## src/hdl/nctd_map.vh

```
// Constants for the nibble core transfer decoder
// Contract
// RULE_01: copy_x_to_acc (0x052) loads accumulator with X.
// RULE_02: copy_stack_ptr_to_acc (0x050) loads acc[2:0] from stack pointer, clears acc[3].
// RULE_03: load_x_y_immediate (top bits 11) writes bits 7-4 to X, 3-0 to Y.
// RULE_04: In a run of load_x_y_immediate words only the first takes effect.
// RULE_05: load_z_immediate (0x048+z) writes code bits 1-0 into Z.
// RULE_06: increment_y (0x013) adds one to Y modulo 16.
// RULE_07: After any Y increment, skip next instruction when new Y is 0.
// RULE_08: decrement_y (0x017) subtracts one from Y modulo 16.
// RULE_09: After any Y decrement, skip next instruction when new Y is 15.
// RULE_10: load_acc_from_ram (0x2C0|j) loads acc from RAM, then X becomes X xor j.
// RULE_11: swap_acc_ram (0x2D0|j) exchanges acc and RAM nibble, X becomes X xor j.
// RULE_12: swap_acc_ram_dec (0x2F0|j) swaps, xors X with j, and decrements Y.
// RULE_13: swap_acc_ram_inc (0x2E0|j) swaps, xors X with j, and increments Y.
// RULE_14: store_acc_to_ram (0x2B0|j) writes acc to RAM, X becomes X xor j.
// RULE_15: copy_b_to_acc loads accumulator with B.
// RULE_16: copy_acc_to_b loads B with accumulator.
// RULE_17: copy_y_to_acc loads accumulator with Y.
// RULE_18: copy_acc_to_y loads Y with accumulator.
// RULE_19: pack_into_e puts B into E[7:4] and accumulator into E[3:0].
// RULE_20: unpack_from_e loads B from E[7:4] and accumulator from E[3:0].
// RULE_21: copy_acc_to_d loads 3-bit D from acc[2:0], ignoring acc[3].
// RULE_22: Each instruction is one word, one instruction cycle, carry flag untouched.
// RULE_23: RAM write only for swap and store; load only reads at the pointer.
`ifndef NCTD_MAP_VH
`define NCTD_MAP_VH

// Fixed instruction codes
`define NCTD_C_COPY_X_TO_ACC  10'h052
`define NCTD_C_COPY_SP_TO_ACC 10'h050
`define NCTD_C_INC_Y          10'h013
`define NCTD_C_DEC_Y          10'h017
`define NCTD_C_COPY_B_TO_ACC  10'h01E
`define NCTD_C_COPY_ACC_TO_B  10'h00E
`define NCTD_C_COPY_Y_TO_ACC  10'h01F
`define NCTD_C_COPY_ACC_TO_Y  10'h00C
`define NCTD_C_PACK_E         10'h01A
`define NCTD_C_UNPACK_E       10'h02A
`define NCTD_C_COPY_ACC_TO_D  10'h029

// Prefix codes of immediate instructions
`define NCTD_P_LXY            2'h3
`define NCTD_P_LZ             8'h12
`define NCTD_P_LOAD_RAM       6'h2C
`define NCTD_P_SWAP_RAM       6'h2D
`define NCTD_P_SWAP_RAM_INC   6'h2E
`define NCTD_P_SWAP_RAM_DEC   6'h2F
`define NCTD_P_STORE_RAM      6'h2B

// One-hot operation vector bit positions
`define NCTD_OP_W             18
`define NCTD_OP_X_TO_ACC      0
`define NCTD_OP_SP_TO_ACC     1
`define NCTD_OP_LXY           2
`define NCTD_OP_LZ            3
`define NCTD_OP_INC_Y         4
`define NCTD_OP_DEC_Y         5
`define NCTD_OP_LOAD_RAM      6
`define NCTD_OP_SWAP_RAM      7
`define NCTD_OP_SWAP_DEC      8
`define NCTD_OP_SWAP_INC      9
`define NCTD_OP_STORE_RAM     10
`define NCTD_OP_B_TO_ACC      11
`define NCTD_OP_ACC_TO_B      12
`define NCTD_OP_Y_TO_ACC      13
`define NCTD_OP_ACC_TO_Y      14
`define NCTD_OP_PACK_E        15
`define NCTD_OP_UNPACK_E      16
`define NCTD_OP_ACC_TO_D      17

// Skip values after a Y step
`define NCTD_Y_INC_SKIP       4'h0
`define NCTD_Y_DEC_SKIP       4'hF

// Reset values
`define NCTD_RST_NIB          4'h0
`define NCTD_RST_D            3'h0
`define NCTD_RST_E            8'h00
`define NCTD_RST_Z            2'h0

`endif

```

## src/hdl/nctd_decode.v

```verilog
// Instruction word to one-hot operation decoder
`timescale 1ns/1ps
`default_nettype none
`include "nctd_map.vh"
module nctd_decode (
  // Instruction word
  input  wire [9:0]             instr_i,
  // Decoded operation, all zero for codes outside the group
  output reg  [`NCTD_OP_W-1:0]  op_o
);

  always @* begin
    op_o = {`NCTD_OP_W{1'b0}};
    op_o[`NCTD_OP_X_TO_ACC]  = (instr_i == `NCTD_C_COPY_X_TO_ACC);
    op_o[`NCTD_OP_SP_TO_ACC] = (instr_i == `NCTD_C_COPY_SP_TO_ACC);
    op_o[`NCTD_OP_LXY]       = (instr_i[9:8] == `NCTD_P_LXY);
    op_o[`NCTD_OP_LZ]        = (instr_i[9:2] == `NCTD_P_LZ);
    op_o[`NCTD_OP_INC_Y]     = (instr_i == `NCTD_C_INC_Y);
    op_o[`NCTD_OP_DEC_Y]     = (instr_i == `NCTD_C_DEC_Y);
    op_o[`NCTD_OP_LOAD_RAM]  = (instr_i[9:4] == `NCTD_P_LOAD_RAM);
    op_o[`NCTD_OP_SWAP_RAM]  = (instr_i[9:4] == `NCTD_P_SWAP_RAM);
    op_o[`NCTD_OP_SWAP_DEC]  = (instr_i[9:4] == `NCTD_P_SWAP_RAM_DEC);
    op_o[`NCTD_OP_SWAP_INC]  = (instr_i[9:4] == `NCTD_P_SWAP_RAM_INC);
    op_o[`NCTD_OP_STORE_RAM] = (instr_i[9:4] == `NCTD_P_STORE_RAM);
    op_o[`NCTD_OP_B_TO_ACC]  = (instr_i == `NCTD_C_COPY_B_TO_ACC);
    op_o[`NCTD_OP_ACC_TO_B]  = (instr_i == `NCTD_C_COPY_ACC_TO_B);
    op_o[`NCTD_OP_Y_TO_ACC]  = (instr_i == `NCTD_C_COPY_Y_TO_ACC);
    op_o[`NCTD_OP_ACC_TO_Y]  = (instr_i == `NCTD_C_COPY_ACC_TO_Y);
    op_o[`NCTD_OP_PACK_E]    = (instr_i == `NCTD_C_PACK_E);
    op_o[`NCTD_OP_UNPACK_E]  = (instr_i == `NCTD_C_UNPACK_E);
    op_o[`NCTD_OP_ACC_TO_D]  = (instr_i == `NCTD_C_COPY_ACC_TO_D);
  end

endmodule // nctd_decode
`default_nettype wire

```

## src/hdl/nctd_ystep.v

```verilog
// Y increment and decrement with the resulting skip condition
`timescale 1ns/1ps
`default_nettype none
`include "nctd_map.vh"
module nctd_ystep (
  // Current Y and step requests
  input  wire [3:0] y_i,
  input  wire       inc_i,
  input  wire       dec_i,
  // Stepped Y and skip request
  output reg  [3:0] y_o,
  output reg        skip_o
);

  always @* begin
    y_o    = y_i;
    skip_o = 1'b0;
    if (inc_i) begin
      y_o    = y_i + 4'h1;                       // RULE_06
      skip_o = (y_o == `NCTD_Y_INC_SKIP);        // RULE_07
    end else if (dec_i) begin
      y_o    = y_i - 4'h1;                       // RULE_08
      skip_o = (y_o == `NCTD_Y_DEC_SKIP);        // RULE_09
    end
  end

endmodule // nctd_ystep
`default_nettype wire

```

## src/hdl/nctd_core.v

```verilog
// Transfer instruction execute unit with register file and RAM port
`timescale 1ns/1ps
`default_nettype none
`include "nctd_map.vh"
module nctd_core #(
  parameter PTR_W = 6
) (
  // Clock and reset
  input  wire             mclk_i,
  input  wire             rst_i,
  // Instruction issue from the sequencer
  input  wire             instr_valid_i,
  input  wire [9:0]       instr_i,
  input  wire [2:0]       stack_pointer_i,
  input  wire [PTR_W-1:0] ram_data_pointer_i,
  output wire             ready_o,
  output wire             done_o,
  output wire             skipped_o,
  output wire             ignored_o,
  output wire             skip_next_o,
  // Architectural registers
  output wire [3:0]       acc_o,
  output wire [3:0]       b_o,
  output wire [2:0]       d_o,
  output wire [7:0]       e_o,
  output wire [3:0]       x_o,
  output wire [3:0]       y_o,
  output wire [1:0]       z_o,
  // Data RAM port, one cycle read latency
  output wire [PTR_W-1:0] ram_addr_o,
  output wire             ram_re_o,
  output wire             ram_we_o,
  output wire [3:0]       ram_wdata_o,
  input  wire [3:0]       ram_rdata_i
);

  localparam [2:0] ST_IDLE = 3'h1;
  localparam [2:0] ST_WAIT = 3'h2;
  localparam [2:0] ST_EXEC = 3'h4;

  reg  [2:0]            state;
  reg  [2:0]            next_state;
  reg  [9:0]            instr_q;
  reg  [`NCTD_OP_W-1:0] op_q;
  reg                   suppress_q;
  reg                   skip_pend;
  reg                   lxy_prev;
  reg                   ready;
  reg                   done;
  reg                   skipped;
  reg                   ignored;
  reg  [3:0]            acc;
  reg  [3:0]            b;
  reg  [2:0]            d;
  reg  [7:0]            e;
  reg  [3:0]            x;
  reg  [3:0]            y;
  reg  [1:0]            z;
  reg  [PTR_W-1:0]      ram_addr;
  reg                   ram_re;
  reg                   ram_we;
  reg  [3:0]            ram_wdata;

  wire [`NCTD_OP_W-1:0] op_dec;
  wire                  take;
  wire                  suppress;
  wire                  dec_rd;
  wire                  q_swap;
  wire                  q_xor;
  wire                  q_inc;
  wire                  q_dec;
  wire [3:0]            y_step;
  wire                  y_skip;
  wire [3:0]            imm_j;

  nctd_decode u_decode (
    .instr_i (instr_i),
    .op_o    (op_dec)
  );

  nctd_ystep u_ystep (
    .y_i    (y),
    .inc_i  (q_inc),
    .dec_i  (q_dec),
    .y_o    (y_step),
    .skip_o (y_skip)
  );

  // Exchange variants of the RAM group
  function f_swap;
    input [`NCTD_OP_W-1:0] op;
    begin
      f_swap = op[`NCTD_OP_SWAP_RAM] |
               op[`NCTD_OP_SWAP_DEC] |
               op[`NCTD_OP_SWAP_INC];
    end
  endfunction

  // Operations that fetch the RAM nibble before executing
  function f_ram_read;
    input [`NCTD_OP_W-1:0] op;
    begin
      f_ram_read = f_swap(op) |
                   op[`NCTD_OP_LOAD_RAM];
    end
  endfunction

  // Operations that fold the immediate into X
  function f_x_xor;
    input [`NCTD_OP_W-1:0] op;
    begin
      f_x_xor = f_swap(op) |
                op[`NCTD_OP_LOAD_RAM] |
                op[`NCTD_OP_STORE_RAM];
    end
  endfunction

  // Operations that step Y upwards
  function f_y_inc;
    input [`NCTD_OP_W-1:0] op;
    begin
      f_y_inc = op[`NCTD_OP_INC_Y] |
                op[`NCTD_OP_SWAP_INC];
    end
  endfunction

  // Operations that step Y downwards
  function f_y_dec;
    input [`NCTD_OP_W-1:0] op;
    begin
      f_y_dec = op[`NCTD_OP_DEC_Y] |
                op[`NCTD_OP_SWAP_DEC];
    end
  endfunction

  assign take     = (state == ST_IDLE) & ready & instr_valid_i;
  // A directly repeated immediate X/Y load is dropped
  assign suppress = skip_pend | (op_dec[`NCTD_OP_LXY] & lxy_prev); // RULE_04
  // Only the load and the swaps fetch the RAM nibble
  assign dec_rd   = f_ram_read(op_dec); // RULE_23
  assign q_swap   = f_swap(op_q);
  assign q_xor    = f_x_xor(op_q);
  assign q_inc    = f_y_inc(op_q);
  assign q_dec    = f_y_dec(op_q);
  assign imm_j    = instr_q[3:0];

  // Next state of the issue sequence
  always @* begin
    next_state = state;
    case (state)
      ST_IDLE: begin
        if (take) begin
          next_state = ST_WAIT;
        end
      end
      ST_WAIT: begin
        next_state = ST_EXEC;
      end
      ST_EXEC: begin
        next_state = ST_IDLE;
      end
      default: begin
        next_state = ST_IDLE;
      end
    endcase
  end

  // Sequencing: take, wait for RAM data, execute
  always @(posedge mclk_i) begin
    if (rst_i) begin
      state      <= ST_IDLE;
      instr_q    <= 10'h000;
      op_q       <= {`NCTD_OP_W{1'b0}};
      suppress_q <= 1'b0;
      ready      <= 1'b0;
      done       <= 1'b0;
      skipped    <= 1'b0;
      ignored    <= 1'b0;
      ram_re     <= 1'b0;
      ram_addr   <= {PTR_W{1'b0}};
    end else begin
      done    <= 1'b0;
      skipped <= 1'b0;
      ignored <= 1'b0;
      ram_re  <= 1'b0;
      state   <= next_state;
      case (state)
        ST_IDLE: begin
          ready <= 1'b1;
          if (take) begin
            ready      <= 1'b0;
            instr_q    <= instr_i;
            op_q       <= op_dec;
            suppress_q <= suppress;
            ram_addr   <= ram_data_pointer_i;
            ram_re     <= dec_rd & ~suppress; // RULE_23
          end
        end
        ST_WAIT: begin
          ready <= 1'b0;
        end
        ST_EXEC: begin
          // Every instruction of the group ends here in one pass
          done    <= 1'b1; // RULE_22
          skipped <= suppress_q;
          ignored <= ~suppress_q & ~(|op_q);
          ready   <= 1'b1;
        end
        default: begin
          ready <= 1'b0;
        end
      endcase
    end
  end

  // Skip bookkeeping for the following instruction
  always @(posedge mclk_i) begin
    if (rst_i) begin
      skip_pend <= 1'b0;
      lxy_prev  <= 1'b0;
    end else if (take) begin
      skip_pend <= 1'b0;
      // Any word in a run counts, so a run stays dropped to its end
      lxy_prev  <= op_dec[`NCTD_OP_LXY]; // RULE_04
    end else if ((state == ST_EXEC) & ~suppress_q & (q_inc | q_dec)) begin
      skip_pend <= y_skip; // RULE_07 RULE_09
    end
  end

  // RAM write strobe after the old nibble has been read
  always @(posedge mclk_i) begin
    if (rst_i) begin
      ram_we    <= 1'b0;
      ram_wdata <= `NCTD_RST_NIB;
    end else begin
      ram_we <= 1'b0;
      if ((state == ST_EXEC) & ~suppress_q) begin
        if (q_swap) begin
          ram_we    <= 1'b1; // RULE_11 RULE_12 RULE_13 RULE_23
          ram_wdata <= acc;
        end
        if (op_q[`NCTD_OP_STORE_RAM]) begin
          ram_we    <= 1'b1; // RULE_14 RULE_23
          ram_wdata <= acc;
        end
      end
    end
  end

  // Accumulator
  always @(posedge mclk_i) begin
    if (rst_i) begin
      acc <= `NCTD_RST_NIB;
    end else if ((state == ST_EXEC) & ~suppress_q) begin
      if (op_q[`NCTD_OP_X_TO_ACC]) begin
        acc <= x; // RULE_01
      end
      if (op_q[`NCTD_OP_SP_TO_ACC]) begin
        acc <= {1'b0, stack_pointer_i}; // RULE_02
      end
      if (op_q[`NCTD_OP_LOAD_RAM] | q_swap) begin
        acc <= ram_rdata_i; // RULE_10 RULE_11 RULE_12 RULE_13
      end
      if (op_q[`NCTD_OP_B_TO_ACC]) begin
        acc <= b; // RULE_15
      end
      if (op_q[`NCTD_OP_Y_TO_ACC]) begin
        acc <= y; // RULE_17
      end
      if (op_q[`NCTD_OP_UNPACK_E]) begin
        acc <= e[3:0]; // RULE_20
      end
    end
  end

  // Registers B, D and E
  always @(posedge mclk_i) begin
    if (rst_i) begin
      b <= `NCTD_RST_NIB;
      d <= `NCTD_RST_D;
      e <= `NCTD_RST_E;
    end else if ((state == ST_EXEC) & ~suppress_q) begin
      if (op_q[`NCTD_OP_ACC_TO_B]) begin
        b <= acc; // RULE_16
      end
      if (op_q[`NCTD_OP_UNPACK_E]) begin
        b <= e[7:4]; // RULE_20
      end
      if (op_q[`NCTD_OP_PACK_E]) begin
        e <= {b, acc}; // RULE_19
      end
      if (op_q[`NCTD_OP_ACC_TO_D]) begin
        d <= acc[2:0]; // RULE_21
      end
    end
  end

  // Pointer registers X, Y and Z
  always @(posedge mclk_i) begin
    if (rst_i) begin
      x <= `NCTD_RST_NIB;
      y <= `NCTD_RST_NIB;
      z <= `NCTD_RST_Z;
    end else if ((state == ST_EXEC) & ~suppress_q) begin
      if (op_q[`NCTD_OP_LXY]) begin
        x <= instr_q[7:4]; // RULE_03
        y <= instr_q[3:0]; // RULE_03
      end
      if (op_q[`NCTD_OP_LZ]) begin
        z <= instr_q[1:0]; // RULE_05
      end
      if (q_xor) begin
        x <= x ^ imm_j; // RULE_10 RULE_11 RULE_12 RULE_13 RULE_14
      end
      if (q_inc | q_dec) begin
        y <= y_step; // RULE_06 RULE_08 RULE_12 RULE_13
      end
      if (op_q[`NCTD_OP_ACC_TO_Y]) begin
        y <= acc; // RULE_18
      end
    end
  end

  assign ready_o     = ready;
  assign done_o      = done;
  assign skipped_o   = skipped;
  assign ignored_o   = ignored;
  assign skip_next_o = skip_pend;
  assign acc_o       = acc;
  assign b_o         = b;
  assign d_o         = d;
  assign e_o         = e;
  assign x_o         = x;
  assign y_o         = y;
  assign z_o         = z;
  assign ram_addr_o  = ram_addr;
  assign ram_re_o    = ram_re;
  assign ram_we_o    = ram_we;
  assign ram_wdata_o = ram_wdata;

endmodule // nctd_core
`default_nettype wire

```

## config.mk

```make
export PLATFORM = sky130hd
export DESIGN_NAME = nctd_core
export DESIGN_NICKNAME = d
export VERILOG_FILES = /design/src/hdl/nctd_decode.v /design/src/hdl/nctd_ystep.v /design/src/hdl/nctd_core.v
export VERILOG_INCLUDE_DIRS = /design/src /design/src/hdl
export SDC_FILE = /design/constraint.sdc
export NUM_CORES = 1
export LEC_CHECK = 0
export BUFFER_PORTS_ARGS = -buffer_cell sky130_fd_sc_hd__clkbuf_2
export CAP_MARGIN = 5
export CORE_MARGIN = 3
export CORE_UTILIZATION = 51
export CTS_BUF_LIST = sky130_fd_sc_hd__clkbuf_4 sky130_fd_sc_hd__clkbuf_8
export DETAILED_ROUTE_END_ITERATION = 6
export PLACE_DENSITY = 0.74
export SLEW_MARGIN = 20
export SYNTH_ARGS = -nofsm -noshare
export SYNTH_HDL_FRONTEND = slang
export SYNTH_SLANG_ARGS = --single-unit
export TNS_END_PERCENT = 30
```

## constraint.sdc

```tcl
create_clock -name mclk_i -period 1.85 [get_ports mclk_i]
set_input_delay 0.185 -clock mclk_i [delete_from_list [all_inputs] [get_ports mclk_i]]
set_output_delay 0.185 -clock mclk_i [all_outputs]
set_load 0.03 [all_outputs]
```

==> flow_summary.yaml <==
outcome:
  status: "finished clean"
drt:
  drt_iter0_markers: 235
  routed_wl_um: 9627
  drc_errors: 0
  vias: 3294
  drt_pre_antenna_iters: 6
  vias_per_cell: 6.044
  postRouteAntennaNets: 0
  avgRoutedWirePerCell_um: 17.66
sta:
  final_critical_path_time_including_i_o_delays_and_setup_ns: 1.756
  slew_viols_final: 0
  timing.final.setup_violations: 0
  finalHoldViolCount: 0
  worst_pin_slew_ns: 0.4946
  hold-worst-slack_ns: 0.03462
  clock.fmax_ghz: 0.5696
  max_slew_headroom_pct: 66.78
  final.setup_skew_ns: 0.006278
  rsz0062_at_grt: "yes"
  timing.final.crit_share_pct: 94.90
clock_tree:
  post_cts_hold_buffer_count: 0
  post-cts-setup-buffers: 0
  ctsLongestPathBuffers: 2
  cts_buffers: 9
  clock_slew_seen_by_the_registers_of_the_worst_setup_and_hold_paths_ns: 0.08
  htreeDepth: 3
  cts_root_buf: "clkbuf_8"
  insertion_delay_ns: 0.36
  tritoncts_num_sinks: 77
  tritoncts: "built"
global_routing:
  grt_antenna_before_repair: 0
  grt_util_met3_pct: 5.622
  groute.layer.met1.usage_pct: 35.08
  grt_use_met2_pct: 39.27
  gr-total-overflow: 0
  grt_first_pass_wirelength_um: 15460
  busiest_layer: "met2"
  via_count_of_the_first_global_routing_pass: 3072
  grt_util_all_layers_pct: 25.57
  grt_start_max_net_pins: 44
critical_path:
  critical-path-max-stage-delay_ns: 0.46
  regToRegSetupSlack_ns: 0.09
  worstSetupPathType: "register to register"
  worstPathArrival_ns: 2.03
  worstSetupStartpointType: "register"
  type_of_element_capturing_the_critical_path: "register"
  crit_path_top_delay_cell: "or4b_1"
  worst_r2r_endpoint: "acc_o[0]"
  timing.reg2reg.worst_path_depth: 4
  crit_path_max_fanout: 9
  worstReg2RegStart: "state[2]"
  crit_required_ns: 2.12
  critical_path.cell_chain: "or4b_1 > buf_4 > a41o_4 > o41ai_2"
logic_synthesis:
  synth.avg_cell_area_um2: 9.088
  post-synth-top-count-cell: "dfxtp_1"
  synth-seq-cells: 77
  post_synthesis_cell_area_um2: 3517
  dominantRegCellSynth: "dfxtp_1"
  synthTopCellsByCount: "dfxtp_1 (77), nand2_1 (38), nor2_1 (27)"
  synth.net_count: 416
  synth_seq_area_share_pct: 43.83
  cells_after_synthesis: 387
  yosysWarningCount: 0
  asyncSetResetFlopFracSynth_pct: 0
  synth_edf_count: 0
  cell_type_with_the_highest_aggregate_area_in_the_netlist: "dfxtp_1"
  synth_area_leaders: "dfxtp_1 (44%), a22o_1 (5.0%), nand2_1 (4.1%)"
  synth_top_area_share_pct: 43.83
  yosys.cell_types.count: 53
floorplan:
  die_outline_width_um: 89.05
  number_of_primary_i_o_pins: 72
  num_rows: 29
  die_height_um: 89.05
  core_region_area_um2: 6531
  initial_utilization_pct: 53.85
  overall_die_area_um2: 7929
hold_path:
  min_path_type: "input pin to register"
  holdPathEnd: "ram_addr_o[0]"
  hold_depth: 2
  hold_start: "ram_data_pointer_i[0]"
placement:
  finalWeightedCongestion: 0.9643
  port-buffer-count: 71
  detailed_place.area_um2: 4013
  detailedPlacementHpwl_um: 7048
cells_and_area:
  layout-area-overhead-vs-synth_pct: 21.24
  final_cell_area_um2: 4264
  num_antenna_cells: 0
  fillerInstances: 559
  fin_nets: 492
  finalCoreUtilization_pct: 65.29
  layout_cell_share_with_drive_strength_beyond_1_pct: 27.99
power:
  p_leak_nw: 1.666
  powerDensity_nw_per_um2: 783.5
  peakVddDrop_mv: 0.5722
run:
  max-cap-violations: 0
## critical path: cells and delay by family, from the launching register on
kind            cells  cell delay (ns)
simple gates        1             0.46
buf+inv             1             0.21
flops               1             0.39
compound gates      2             0.61
## registers in the layout, summed over array words and instances, names as in the netlist, 2 cells and up
register     cells
acc_o            4
b_o              4
d_o              3
e_o              8
instr_q          8
op_q            18
ram_addr_o       6
ram_wdata_o      4
state            3
x_o              4
y_o              4
z_o              2
## how the worst max path moves through the flow
stage | slack (ns) | depth (start not counted) | start | end
floorplan | 0.01 | 6 | y_o[1] | y_o[2]
global placement | 0.17 | 4 | state[2] | acc_o[3]
global route | -0.004 | 4 | state[2] | acc_o[0]
finish | 0.09 | 4 | state[2] | acc_o[0]
detailed placement | 0.12 | 4 | state[2] | acc_o[1]
CTS | 0.09 | 4 | op_q[9] | x_o[3]
## metal layers
| metal | share of wire [%] | vias to the layer above |
|---|---|---|
| li1 | - | 1577 |
| met1 | 46 | 1562 |
| met2 | 45 | 134 |
| met3 | 6.2 | 21 |
| met4 | 2.1 | 0 |
| met5 | 0 | - |
## kinds of logic (layout without fill, tap and decap cells)
kind of cell,count (synthesis),after routing,share of synthesized area (%)
muxes,20,20,5.941
DFF,77,77,43.83
and+or+nand+nor,148,148,22.77
xor gates and xnor gates,1,1,0.2491
buffers and inverters,33,114,3.948
AOI/OAI and AO/OA,105,105,22.20
adders and majority gates,3,3,1.067
## layout make-up
type / instances / area, µm² / area share (%)
timing repair buffer: 89 / 503.0 / 11.80
sequential: 77 / 1543 / 36.18
inverter: 9 / 33.78 / 0.7923
tap: 77 / 96.34 / 2.259
clock buffer: 11 / 145.1 / 3.404
clock inverter: 5 / 83.83 / 1.966
multi-input combinational: 277 / 1859 / 43.60
## through the flow
| step | TNS [ns] | setup slack [ns] | power [mW] | instances |
|---|---|---|---|---|
| 2_1_floorplan | 0 | 0.01196 | 1.842 | 387 |
| 3_3_place_gp | 0 | 0.1738 | 1.920 | 529 |
| 3_5_place_dp | 0 | 0.1221 | 1.926 | 529 |
| 4_1_cts | 0 | 0.09116 | 3.353 | 545 |
| 5_1_grt | -0.003779 | -0.003779 | 3.432 | 545 |
| 6_report | 0 | 0.09442 | 3.341 | 545 |
## power by group
| part | internal [mW] | switching [mW] |
|---|---|---|
| Combinational | 0.0724 | 0.120 |
| Clock | 0.813 | 0.637 |
| Sequential | 1.68 | 0.0208 |
| Total | 2.56 | 0.777 |
## repair_timing
action | 4_1_cts | 5_1_grt
setup endpoints to repair | 0 | 13
resized for setup | 0 | 5
endpoints found under the hold margin | 0 | 0
## cell usage in the layout (no fill, tap or decap), drive strengths merged, types with 13 or more instances in the layout
master,Yosys,layout
nor2,29,29
nand3,17,17
mux2i,13,13
nand2,38,38
a22o,20,20
a21oi,27,27
clkbuf,18,82
buf,6,18
dfxtp,77,77
o21ai,20,20
(Power assumes the default switching activity.)
